[src/include/acc_pkg.sv]
// Purpose: shared constants for the channel configuration command port
// Assumes: eight half-duplex channels, seven-byte setup records
// Notes:   register offsets are byte addresses on classic wishbone

package acc_pkg;

	// ------------------------------------------------------------
	// channel layout
	// ------------------------------------------------------------
	localparam int CH_NUM    = 8;
	localparam int REC_LEN   = 7;
	localparam int DEC_CH    = 4;
	localparam int SLOT_SPACE   = 16;
	localparam int ADPCM_BITS   = 4;
	localparam int PCM_BITS     = 8;

	// ------------------------------------------------------------
	// command bytes
	// ------------------------------------------------------------
	localparam logic [5:0] PCC_HDR_PAT = 6'h0c;
	localparam logic [7:0] REC_HDR     = 8'h00;
	localparam logic [7:0] REC_END     = 8'hff;

	// record byte positions
	localparam int RB_ROUTE  = 0;
	localparam int RB_ALG    = 1;
	localparam int RB_RSV    = 2;
	localparam int RB_IN_B   = 3;
	localparam int RB_IN_E   = 4;
	localparam int RB_OUT_B  = 5;
	localparam int RB_OUT_E  = 6;
	localparam int RT_IN_BIT  = 7;
	localparam int RT_OUT_BIT = 6;
	localparam int ALG_DEC_BIT = 6;

	// per-channel low byte flags
	localparam int LO_RESET  = 4;
	localparam int LO_BYPASS = 3;
	localparam int LO_ALAW   = 2;
	localparam int LO_IDLE   = 0;

	// ------------------------------------------------------------
	// defaults and output codes
	// ------------------------------------------------------------
	localparam logic [7:0] ROUTE_DEC = 8'hd0;
	localparam logic [7:0] ROUTE_ENC = 8'h10;
	localparam logic [7:0] ALG_DEC   = 8'h5e;
	localparam logic [7:0] ALG_ENC   = 8'h1e;
	localparam logic [7:0] LO_RST_VAL = 8'h10;
	localparam logic [7:0] HI_RST_VAL = 8'h00;
	localparam logic [7:0] CODE_FF   = 8'hff;
	localparam logic [7:0] CODE_ALAW = 8'hd5;

	// ------------------------------------------------------------
	// register map
	// ------------------------------------------------------------
	localparam int ADR_W = 8;
	localparam logic [ADR_W-1:0] REG_CTRL   = 8'h00;
	localparam logic [ADR_W-1:0] REG_STATUS = 8'h04;
	localparam logic [ADR_W-1:0] REG_SEL    = 8'h08;
	localparam logic [ADR_W-1:0] REG_CTL    = 8'h0c;
	localparam logic [ADR_W-1:0] REG_REC0   = 8'h10;
	localparam logic [ADR_W-1:0] REG_REC1   = 8'h14;
	localparam logic [1:0] CTRL_RST_VAL = 2'h1;

	typedef enum logic [2:0] {
		ACC_IDLE, ACC_PCC_START, ACC_PCC_HI, ACC_PCC_LO,
		ACC_REC, ACC_SKIP
	} acc_state_t;

	// default setup record byte for a channel
	function automatic logic [7:0] def_rec(input int ch, input int idx);
		logic [7:0] base;
		logic       dec;
		dec  = (ch < DEC_CH);
		base = 8'((ch % DEC_CH) * SLOT_SPACE);
		case (idx)
			RB_ROUTE: def_rec = dec ? ROUTE_DEC : ROUTE_ENC;
			RB_ALG:   def_rec = dec ? ALG_DEC : ALG_ENC;
			RB_IN_B,
			RB_OUT_B: def_rec = base;
			RB_IN_E:  def_rec = base + 8'(dec ? ADPCM_BITS-1 : PCM_BITS-1);
			RB_OUT_E: def_rec = base + 8'(dec ? PCM_BITS-1 : ADPCM_BITS-1);
			default:  def_rec = 8'h00;
		endcase
	endfunction

endpackage

[src/core/acc_sync_edge.sv]
// Purpose: two-stage synchroniser with edge detect
// Assumes: input asynchronous to clk_i
// Notes:   edges come from the second and third stages only

`timescale 1ns/1ns
`default_nettype none

module acc_sync_edge #(
	parameter int WIDTH = 1
) (
	input  wire logic             clk_i,
	input  wire logic             rst_i,
	input  wire logic [WIDTH-1:0] async_i,
	output logic      [WIDTH-1:0] level_o,
	output logic      [WIDTH-1:0] rise_o,
	output logic      [WIDTH-1:0] fall_o
);

	logic [WIDTH-1:0] meta_q;
	logic [WIDTH-1:0] sync_q;
	logic [WIDTH-1:0] dly_q;

	always_ff @(posedge clk_i) begin
		if (rst_i) begin
			meta_q <= '0;
			sync_q <= '0;
			dly_q  <= '0;
		end else begin
			meta_q <= async_i;
			sync_q <= meta_q;
			dly_q  <= sync_q;
		end
	end

	assign level_o = sync_q;
	assign rise_o  = sync_q & ~dly_q;
	assign fall_o  = ~sync_q & dly_q;

endmodule // acc_sync_edge

`default_nettype wire

[src/core/acc_byte_rx.sv]
// Purpose: assembles command bytes, msb first, on command clock rises
// Assumes: inputs already synchronised to clk_i
// Notes:   a partial byte is dropped when select goes inactive

`timescale 1ns/1ns
`default_nettype none

module acc_byte_rx (
	input  wire logic       clk_i,
	input  wire logic       rst_i,
	input  wire logic       sclk_rise_i,
	input  wire logic       sdata_i,
	input  wire logic       select_n_i,
	output logic            byte_valid_o,
	output logic      [7:0] byte_o
);

	logic [7:0] shift_q;
	logic [2:0] cnt_q;
	logic       take;

	assign take = sclk_rise_i & ~select_n_i;

	always_ff @(posedge clk_i) begin
		if (rst_i || select_n_i) begin
			cnt_q   <= '0;
			shift_q <= '0;
		end else if (take) begin
			cnt_q   <= cnt_q + 3'h1;
			shift_q <= {shift_q[6:0], sdata_i};
		end
	end

	always_ff @(posedge clk_i) begin
		if (rst_i) begin
			byte_valid_o <= 1'b0;
			byte_o       <= '0;
		end else begin
			byte_valid_o <= take && (cnt_q == 3'h7);
			if (take && (cnt_q == 3'h7))
				byte_o <= {shift_q[6:0], sdata_i};
		end
	end

endmodule // acc_byte_rx

`default_nettype wire

[src/core/acc_cmd_port.sv]
// Purpose: serial command interpreter holding eight channel setups
// Assumes: command pins and frame sync are asynchronous to clk_i
// Notes:   new settings go live on the next frame sync rise
//
// What this block does
// - per-channel control needs its two-bit chip id to match the id pins; 0x00 setup records are taken with no id check
// - channels numbered in processing order; 0-3 decode, 4-7 encode
// - decode channel takes adpcm codewords in, gives pcm samples out
// - encode channel takes pcm samples in, gives adpcm codewords out
// - header 0x30 (id zero) opens per-channel control
// - next byte names the first channel configured
// - then high and low byte per channel, ascending; zeros mean normal
// - 0x00 opens seven-byte setup records from channel zero upward
// - record byte 1: bit7 input port, bit6 output port, one means y
// - record byte 2 is algorithm code; decode default 0x5e
// - encode channel algorithm code defaults to 0x1e
// - bytes 4-7: inclusive input and output slot begin/end bits
// - adpcm slot four bits, pcm eight, channels spaced by sixteen
// - 0xff ends the setup record sequence
// - header bits 7:2 are 001100, bits 1:0 chip id; length 2+2n
// - low byte flags: reset, bypass, a-law, idle tristate
// - under reset flag: encoder 0xff, decoder 0xff mu-law, 0xd5 a-law

`timescale 1ns/1ns
`default_nettype none

module acc_cmd_port
	import acc_pkg::*;
#(
	parameter int CH = acc_pkg::CH_NUM
) (
	input  wire logic                  clk_i,
	input  wire logic                  rst_i,
	input  wire logic [acc_pkg::ADR_W-1:0] wb_adr_i,
	input  wire logic [31:0]           wb_dat_i,
	input  wire logic [3:0]            wb_sel_i,
	input  wire logic                  wb_we_i,
	input  wire logic                  wb_cyc_i,
	input  wire logic                  wb_stb_i,
	output logic      [31:0]           wb_dat_o,
	output logic                       wb_ack_o,
	input  wire logic                  command_clock_i,
	input  wire logic                  command_serial_in_i,
	input  wire logic                  command_select_n_i,
	input  wire logic                  chip_id_high_i,
	input  wire logic                  chip_id_low_i,
	input  wire logic                  frame_sync_i,
	output logic      [CH-1:0]         chan_decode_o,
	output logic      [CH-1:0]         route_in_y_o,
	output logic      [CH-1:0]         route_out_y_o,
	output logic      [CH*8-1:0]       alg_code_o,
	output logic      [CH*8-1:0]       in_slot_begin_o,
	output logic      [CH*8-1:0]       in_slot_end_o,
	output logic      [CH*8-1:0]       out_slot_begin_o,
	output logic      [CH*8-1:0]       out_slot_end_o,
	output logic      [CH-1:0]         algo_reset_o,
	output logic      [CH-1:0]         bypass_o,
	output logic      [CH-1:0]         alaw_select_o,
	output logic      [CH-1:0]         idle_tristate_o,
	output logic      [CH*8-1:0]       reset_code_o,
	output logic                       config_pending_o
);
	import acc_pkg::*;

	// ------------------------------------------------------------
	// pin synchronisers and byte assembly
	// ------------------------------------------------------------
	logic       sclk_rise;
	logic       sdata;
	logic       sel_n;
	logic       sel_rise;
	logic [1:0] chip_id;
	logic       fs_rise;
	logic       byte_valid;
	logic [7:0] rx_byte;

	acc_sync_edge #(.WIDTH(1)) u_sclk (
		.clk_i   (clk_i),
		.rst_i   (rst_i),
		.async_i (command_clock_i),
		.level_o (),
		.rise_o  (sclk_rise),
		.fall_o  ()
	);

	acc_sync_edge #(.WIDTH(1)) u_sdata (
		.clk_i   (clk_i),
		.rst_i   (rst_i),
		.async_i (command_serial_in_i),
		.level_o (sdata),
		.rise_o  (),
		.fall_o  ()
	);

	// select resets high so an idle port stays deselected
	acc_sync_edge #(.WIDTH(1)) u_sel (
		.clk_i   (clk_i),
		.rst_i   (rst_i),
		.async_i (~command_select_n_i),
		.level_o (),
		.rise_o  (),
		.fall_o  (sel_rise)
	);

	logic sel_act;
	acc_sync_edge #(.WIDTH(1)) u_sel_lvl (
		.clk_i   (clk_i),
		.rst_i   (rst_i),
		.async_i (~command_select_n_i),
		.level_o (sel_act),
		.rise_o  (),
		.fall_o  ()
	);
	assign sel_n = ~sel_act;

	acc_sync_edge #(.WIDTH(2)) u_id (
		.clk_i   (clk_i),
		.rst_i   (rst_i),
		.async_i ({chip_id_high_i, chip_id_low_i}),
		.level_o (chip_id),
		.rise_o  (),
		.fall_o  ()
	);

	acc_sync_edge #(.WIDTH(1)) u_fs (
		.clk_i   (clk_i),
		.rst_i   (rst_i),
		.async_i (frame_sync_i),
		.level_o (),
		.rise_o  (fs_rise),
		.fall_o  ()
	);

	acc_byte_rx u_rx (
		.clk_i        (clk_i),
		.rst_i        (rst_i),
		.sclk_rise_i  (sclk_rise),
		.sdata_i      (sdata),
		.select_n_i   (sel_n),
		.byte_valid_o (byte_valid),
		.byte_o       (rx_byte)
	);

	// ------------------------------------------------------------
	// command interpreter
	// ------------------------------------------------------------
	acc_state_t state_q;
	logic [7:0] chan_q;
	logic [2:0] ridx_q;
	logic [7:0] sh_rec_q [CH][REC_LEN];
	logic [7:0] sh_hi_q  [CH];
	logic [7:0] sh_lo_q  [CH];
	logic       enable_q;
	logic       wr_shadow;
	logic [7:0] cmd_cnt_q;
	logic [7:0] ign_cnt_q;
	logic       hdr_pcc;

	// header match needs both pattern and own id
	assign hdr_pcc = (rx_byte[7:2] == PCC_HDR_PAT) &&
		(rx_byte[1:0] == chip_id);

	always_ff @(posedge clk_i) begin
		if (rst_i || sel_rise) begin
			state_q <= ACC_IDLE;
		end else if (byte_valid) begin
			unique case (state_q)
				ACC_IDLE: begin
					if (!enable_q)
						state_q <= ACC_SKIP;
					else if (hdr_pcc)
						state_q <= ACC_PCC_START;
					else if (rx_byte == REC_HDR)
						state_q <= ACC_REC;
					else
						state_q <= ACC_SKIP;
				end
				ACC_PCC_START: state_q <= ACC_PCC_HI;
				ACC_PCC_HI:    state_q <= ACC_PCC_LO;
				ACC_PCC_LO:    state_q <= ACC_PCC_HI;
				ACC_REC: begin
					if (ridx_q == 3'h0 && rx_byte == REC_END)
						state_q <= ACC_SKIP;
				end
				ACC_SKIP:      state_q <= ACC_SKIP;
			endcase
		end
	end

	// channel pointer and record byte index
	always_ff @(posedge clk_i) begin
		if (rst_i || sel_rise) begin
			chan_q <= '0;
			ridx_q <= '0;
		end else if (byte_valid) begin
			if (state_q == ACC_IDLE) begin
				chan_q <= '0;
				ridx_q <= '0;
			end else if (state_q == ACC_PCC_START) begin
				chan_q <= rx_byte;
			end else if (state_q == ACC_PCC_LO) begin
				chan_q <= chan_q + 8'h1;
			end else if (state_q == ACC_REC) begin
				if (ridx_q == 3'(REC_LEN-1)) begin
					ridx_q <= '0;
					chan_q <= chan_q + 8'h1;
				end else begin
					ridx_q <= ridx_q + 3'h1;
				end
			end
		end
	end

	// bytes aimed past the last channel are dropped
	assign wr_shadow = byte_valid && (chan_q < 8'(CH)) &&
		(state_q == ACC_PCC_HI || state_q == ACC_PCC_LO ||
		(state_q == ACC_REC && !(ridx_q == 3'h0 && rx_byte == REC_END)));

	always_ff @(posedge clk_i) begin
		if (rst_i) begin
			for (int c = 0; c < CH; c++) begin
				sh_hi_q[c] <= HI_RST_VAL;
				sh_lo_q[c] <= LO_RST_VAL;
				for (int b = 0; b < REC_LEN; b++)
					sh_rec_q[c][b] <= def_rec(c, b);
			end
		end else if (wr_shadow) begin
			unique case (state_q)
				ACC_PCC_HI: sh_hi_q[chan_q[2:0]] <= rx_byte;
				ACC_PCC_LO: sh_lo_q[chan_q[2:0]] <= rx_byte;
				default:    sh_rec_q[chan_q[2:0]][ridx_q] <= rx_byte;
			endcase
		end
	end

	always_ff @(posedge clk_i) begin
		if (rst_i) begin
			cmd_cnt_q <= '0;
			ign_cnt_q <= '0;
		end else if (byte_valid && state_q == ACC_IDLE) begin
			if (enable_q && (hdr_pcc || rx_byte == REC_HDR))
				cmd_cnt_q <= cmd_cnt_q + 8'h1;
			else
				ign_cnt_q <= ign_cnt_q + 8'h1;
		end
	end

	// ------------------------------------------------------------
	// frame-aligned apply
	// ------------------------------------------------------------
	logic [7:0] act_rec_q [CH][REC_LEN];
	logic [7:0] act_hi_q  [CH];
	logic [7:0] act_lo_q  [CH];

	// a write in the apply cycle keeps pending set
	always_ff @(posedge clk_i) begin
		if (rst_i)
			config_pending_o <= 1'b0;
		else
			config_pending_o <= (config_pending_o & ~fs_rise) | wr_shadow;
	end

	// shadow is copied whole, never mixed mid-frame
	always_ff @(posedge clk_i) begin
		if (rst_i) begin
			for (int c = 0; c < CH; c++) begin
				act_hi_q[c] <= HI_RST_VAL;
				act_lo_q[c] <= LO_RST_VAL;
				for (int b = 0; b < REC_LEN; b++)
					act_rec_q[c][b] <= def_rec(c, b);
			end
		end else if (fs_rise) begin
			act_hi_q  <= sh_hi_q;
			act_lo_q  <= sh_lo_q;
			act_rec_q <= sh_rec_q;
		end
	end

	// idle code while the algorithm is held in reset
	always_ff @(posedge clk_i) begin
		if (rst_i) begin
			for (int c = 0; c < CH; c++)
				reset_code_o[c*8 +: 8] <= CODE_FF;
		end else if (fs_rise) begin
			for (int c = 0; c < CH; c++)
				reset_code_o[c*8 +: 8] <=
					(sh_rec_q[c][RB_ALG][ALG_DEC_BIT] &&
					sh_lo_q[c][LO_ALAW]) ? CODE_ALAW : CODE_FF;
		end
	end

	// plain wiring from the active flops
	always_comb begin
		for (int c = 0; c < CH; c++) begin
			chan_decode_o[c] = act_rec_q[c][RB_ALG][ALG_DEC_BIT];
			route_in_y_o[c]  = act_rec_q[c][RB_ROUTE][RT_IN_BIT];
			route_out_y_o[c] = act_rec_q[c][RB_ROUTE][RT_OUT_BIT];
			alg_code_o[c*8 +: 8]       = act_rec_q[c][RB_ALG];
			in_slot_begin_o[c*8 +: 8]  = act_rec_q[c][RB_IN_B];
			in_slot_end_o[c*8 +: 8]    = act_rec_q[c][RB_IN_E];
			out_slot_begin_o[c*8 +: 8] = act_rec_q[c][RB_OUT_B];
			out_slot_end_o[c*8 +: 8]   = act_rec_q[c][RB_OUT_E];
			algo_reset_o[c]    = act_lo_q[c][LO_RESET];
			bypass_o[c]        = act_lo_q[c][LO_BYPASS];
			alaw_select_o[c]   = act_lo_q[c][LO_ALAW];
			idle_tristate_o[c] = act_lo_q[c][LO_IDLE];
		end
	end

	// ------------------------------------------------------------
	// wishbone slave
	// ------------------------------------------------------------
	logic       req;
	logic [2:0] vsel_q;
	logic [2:0] vs;

	assign req = wb_cyc_i & wb_stb_i & ~wb_ack_o;
	assign vs  = vsel_q;

	// one wait state, ack dropped the cycle after
	always_ff @(posedge clk_i) begin
		if (rst_i)
			wb_ack_o <= 1'b0;
		else
			wb_ack_o <= req;
	end

	always_ff @(posedge clk_i) begin
		if (rst_i) begin
			enable_q <= CTRL_RST_VAL[0];
			vsel_q   <= '0;
		end else if (req && wb_we_i && wb_sel_i[0]) begin
			if (wb_adr_i == REG_CTRL)
				enable_q <= wb_dat_i[0];
			if (wb_adr_i == REG_SEL)
				vsel_q <= wb_dat_i[2:0];
		end
	end

	// unmapped addresses read zero
	always_ff @(posedge clk_i) begin
		if (rst_i) begin
			wb_dat_o <= '0;
		end else if (req && !wb_we_i) begin
			unique case (wb_adr_i)
				REG_CTRL:   wb_dat_o <= {31'h0, enable_q};
				REG_STATUS: wb_dat_o <= {8'h0, ign_cnt_q, cmd_cnt_q,
					3'h0, sel_act, 1'b0, 3'(state_q)} |
					{31'h0, config_pending_o} << 3;
				REG_SEL:    wb_dat_o <= {29'h0, vsel_q};
				REG_CTL:    wb_dat_o <= {16'h0, act_hi_q[vs], act_lo_q[vs]};
				REG_REC0:   wb_dat_o <= {act_rec_q[vs][RB_IN_B],
					act_rec_q[vs][RB_RSV], act_rec_q[vs][RB_ALG],
					act_rec_q[vs][RB_ROUTE]};
				REG_REC1:   wb_dat_o <= {8'h0, act_rec_q[vs][RB_OUT_E],
					act_rec_q[vs][RB_OUT_B], act_rec_q[vs][RB_IN_E]};
				default:    wb_dat_o <= '0;
			endcase
		end
	end

endmodule // acc_cmd_port

`default_nettype wire

[config.mk]
export PLATFORM = sky130hd
export DESIGN_NAME = acc_cmd_port
export DESIGN_NICKNAME = d
export VERILOG_FILES = /design/src/include/acc_pkg.sv /design/src/core/acc_sync_edge.sv /design/src/core/acc_byte_rx.sv /design/src/core/acc_cmd_port.sv
export SDC_FILE = /design/constraint.sdc
export NUM_CORES = 2
export LEC_CHECK = 0
export BUFFER_PORTS_ARGS = -buffer_cell sky130_fd_sc_hd__buf_2
export CORE_ASPECT_RATIO = 1.75
export CORE_UTILIZATION = 40
export CTS_CLUSTER_DIAMETER = 30
export CTS_CLUSTER_SIZE = 24
export DETAILED_ROUTE_END_ITERATION = 6
export PLACE_DENSITY = 0.63
export SYNTH_ARGS = -nofsm -noshare
export SYNTH_HDL_FRONTEND = slang
export SYNTH_SLANG_ARGS = --single-unit
[constraint.sdc]
create_clock -name clk_i -period 2.6 [get_ports clk_i]
set_input_delay 0.52 -clock clk_i [delete_from_list [all_inputs] [get_ports clk_i]]
set_output_delay 0.52 -clock clk_i [all_outputs]
set_load 0.005 [all_outputs]
==> metrics.md <==
| Metric | Value |
|---|---|
| Clock Skew | slightly above 0.04 ns |
| Peak Freq | between 0.4 and 0.5 GHz |
| Yosys reg bits | around 1300 |
| Register area share after synthesis | approximately 47% |
| Min-delay src | rst_i |
| Maximum vdd drop | 735 µV |
| CTS H-tree lvls | 4 |
| CTS resizes | 0 |
| Core area | 0.133 mm² |
| Postcts setup bufs | 0 |
| CP required | around 3.3 ns |
| Crit path max fanout | 11 |
| Clock Tree Buf Depth | 3 |
| Initial antenna violation count | 10 |
| Final net count | approximately 6100 |
| Final Max Tran Viols | 0 |
| Syn. warnings | 0 |
| FP Rows | 177 |
| DR iter-0 viols | between 3000 and 4000 |
| First-pass GRT wire length | 258 mm |
| IO Pins | 529 |
| Slowest stage delay, CP | 0.51 ns |
| Worst skew pair latency | between 0.8 and 0.9 ns |
| Post-DRT Antenna Nets | 0 |
| Hold Crit Class | in2reg |
| Initial Utilization | 40.3% |
| Vias after detailed routing | about 43000 |
| CP startpoint | state_q[2]$_SDFFE_PP0P_ |
| Most frequent cells in the layout | nand2_1, dfxtp_1, a21oi_1 |
| Final hold violations | 0 |
| Pwr dens | 727 mW/mm² |
| Final worst path period need | around 2.5 ns |
| # setup viols final | 0 |
| Cell Area, Synth | ~0.054 mm² |
| DP Worst Slack | -0.0465 ns |
| CP cell instances | nor3b_4 > nand2_1 > nor2_1 > buf_4 > nor2b_1 > a211o_1 |
| WP data arrival | ~3.1 ns |
| Clock Tree Root | clkbuf_16 |
| Die area | roughly 0.14 mm² |
| Vias in the first global route | ~40000 |
| Largest net degree at the start of global routing | about 140 |
| Grt ovf | 0 |
| Critical-path top delay cell | nand2_1 |
| Post-synth EDFFs | 0 |
| CTS buffer count | approximately 170 |
| Final Wtd Congestion | between 0.9 and 1 |
| Critical path type | reg2reg |
| Commonest non-fill, non-tap cell in the layout | nand2_1 |
| RSZ-0062 raised after global routing | false |
| Final Util | a little under half |
| Critical Path Start Type | flip-flop |
| GRT Overall Usage | between 20 and 30% |
| Post-synth ARST share | 0% |
| Detailed Route WL | roughly 180 mm |
| Max capacitance violation total | 0 |
| Post-cts hold buffer count | 9 |
| Share of cells above drive strength 1 | between 15 and 20% |
| Via/cell ratio | approximately 5.3 |
| Clock sink total | between 1000 and 1500 |
| # port buffers | ~460 |
| Reg clk slew, reported paths | about 0.06 ns |
| Slew headroom | between 30% and 40% |
| Synth cell types | 79 |
| Wire per inst | roughly 22 µm |
| Remaining DRCs | 0 |
| Layout area overhead | 15.7% |
| Design area | between 0.06 and 0.07 mm² |
| Endpoint class of the critical path | flip-flop |
| Mapped Avg Cell Area | between 8 and 9 µm² |
| Die width | around 280 µm |
| Period utilization | a little over nine tenths |
| Drt pass-1 iters | 6 |
| DP HPWL | around 120 mm |
| Post-Syn Instances | between 6000 and 7000 |
| CTS tree | done |
| Worst reg2reg path startpoint | state_q[2]$_SDFFE_PP0P_ |
| Sum of negative setup slack | 0 ns |
| Leak Pwr | 0.0226 µW |
| Worst setup margin | about 0.13 ns |
| Placed cell areas | between 0.05 and 0.06 mm² |
| Worst-margin pin slew | between 0.9 and 1 ns |
| Top_reg_cell synth | dfxtp_1 |
| Chip height | slightly below 500 µm |
| Status | finished clean |
stage by stage:
stage	total power [µW]	hold WS, ns	instances
floorplan	20800	0.414	6082
global placement	21100	0.434	7667
detailed placement	21200	0.439	7667
CTS	45500	0.0339	7997
global route	46400	0.0750	7999
finish	45100	0.0994	8001
sequential cells by signal, indices dropped and copies added, names as in the netlist, 32 cells and up:
signal / cells
wb_dat_o: 32
out_slot_end_o: 64
in_slot_begin_o: 64
out_slot_begin_o: 64
sh_rec_q: 448
act_rec_q: 112
alg_code_o: 64
in_slot_end_o: 64
sh_hi_q: 64
act_lo_q: 32
act_hi_q: 64
sh_lo_q: 64
logic make-up (layout without fill, tap and decap cells):
family | count (synthesis) | after routing | synth area share (%)
buffers and inverters | 918 | 1043 | 9.64
flip-flops | 1262 | 1262 | 47.0
adder cells (fa/ha/maj) | 5 | 5 | 0.117
AND/OR/NAND/NOR | 2448 | 2448 | 20.7
other | 1 | 44 | 0.00698
XOR/XNOR | 12 | 12 | 0.196
AO/OA/AOI/OAI | 919 | 919 | 10.1
multiplexers | 478 | 478 | 12.3
power by group:
part	internal, µW	switching, µW
logic	373	839
registers	19400	101
clock network	14400	9940
total	34300	10900
final timing paths:
kind / end / slack, ns / depth (start not counted)
setup reg to reg: sh_rec_q[394]$_SDFFE_PP1P_ / 0.13 / 6
hold reg to reg: act_hi_q[36]$_SDFFE_PP0P_ / 0.44 / 2
setup / recovery: sh_rec_q[394]$_SDFFE_PP1P_ / 0.13 / 6
hold / removal: sh_rec_q[312]$_SDFFE_PP0P_ / 0.1 / 2
layout make-up:
class / instances / area (µm²)
fill: 12700 / 71000
antenna: 4 / 10.0
timing repair buffer: 713 / 4980
clock buffer: 213 / 4720
multi-input combinational: 3902 / 23500
tap: 1790 / 2240
clock inverter: 108 / 1360
inverter: 9 / 33.8
sequential: 1262 / 25300
critical path, delay by kind of cell (launching register included):
family / cells / cell delay (ns)
compound gates: 1 / 0.26
buf+inv: 1 / 0.28
flops: 1 / 0.45
simple gates: 4 / 1.33
routing by layer:
metal	wire (µm)	share of wire (%)	vias to the layer above	global-route usage, %
met1	71300	41	20800	30.9
met4	6770	3.8	8	10.2
met2	83500	47	1562	41.8
met5	55	0.031	-	0
li1	-	-	19900	-
met3	14400	8.2	312	6.63
synthesized netlist by cell type (all sizes together), types with 6 or more instances:
| cell type | count | share of area, % |
|---|---|---|
| nand2 | 1473 | 10 |
| dfxtp | 1262 | 47 |
| a21oi | 635 | 5.9 |
| buf | 523 | 6.9 |
| nor2 | 416 | 3.4 |
| clkbuf | 386 | 2.7 |
| mux2i | 332 | 6.2 |
| nand3 | 164 | 1.7 |
| nand3b | 152 | 2.1 |
| mux4 | 144 | 6.0 |
| nor2b | 124 | 1.4 |
| a211o | 101 | 1.6 |
| a22oi | 49 | 0.69 |
| o21ai | 46 | 0.43 |
| nor3 | 23 | 0.28 |
| nand2b | 22 | 0.26 |
| and3 | 17 | 0.20 |
| a311oi | 13 | 0.21 |
| a32oi | 13 | 0.21 |
| o211ai | 12 | 0.17 |
| o21a | 11 | 0.15 |
| nand4 | 10 | 0.14 |
| inv | 9 | 0.063 |
| o21bai | 9 | 0.13 |
| xor2 | 9 | 0.15 |
| nor3b | 8 | 0.13 |
| nor4 | 7 | 0.12 |
| a221oi | 6 | 0.098 |
| or3 | 6 | 0.070 |
(Power assumes the default switching activity.)
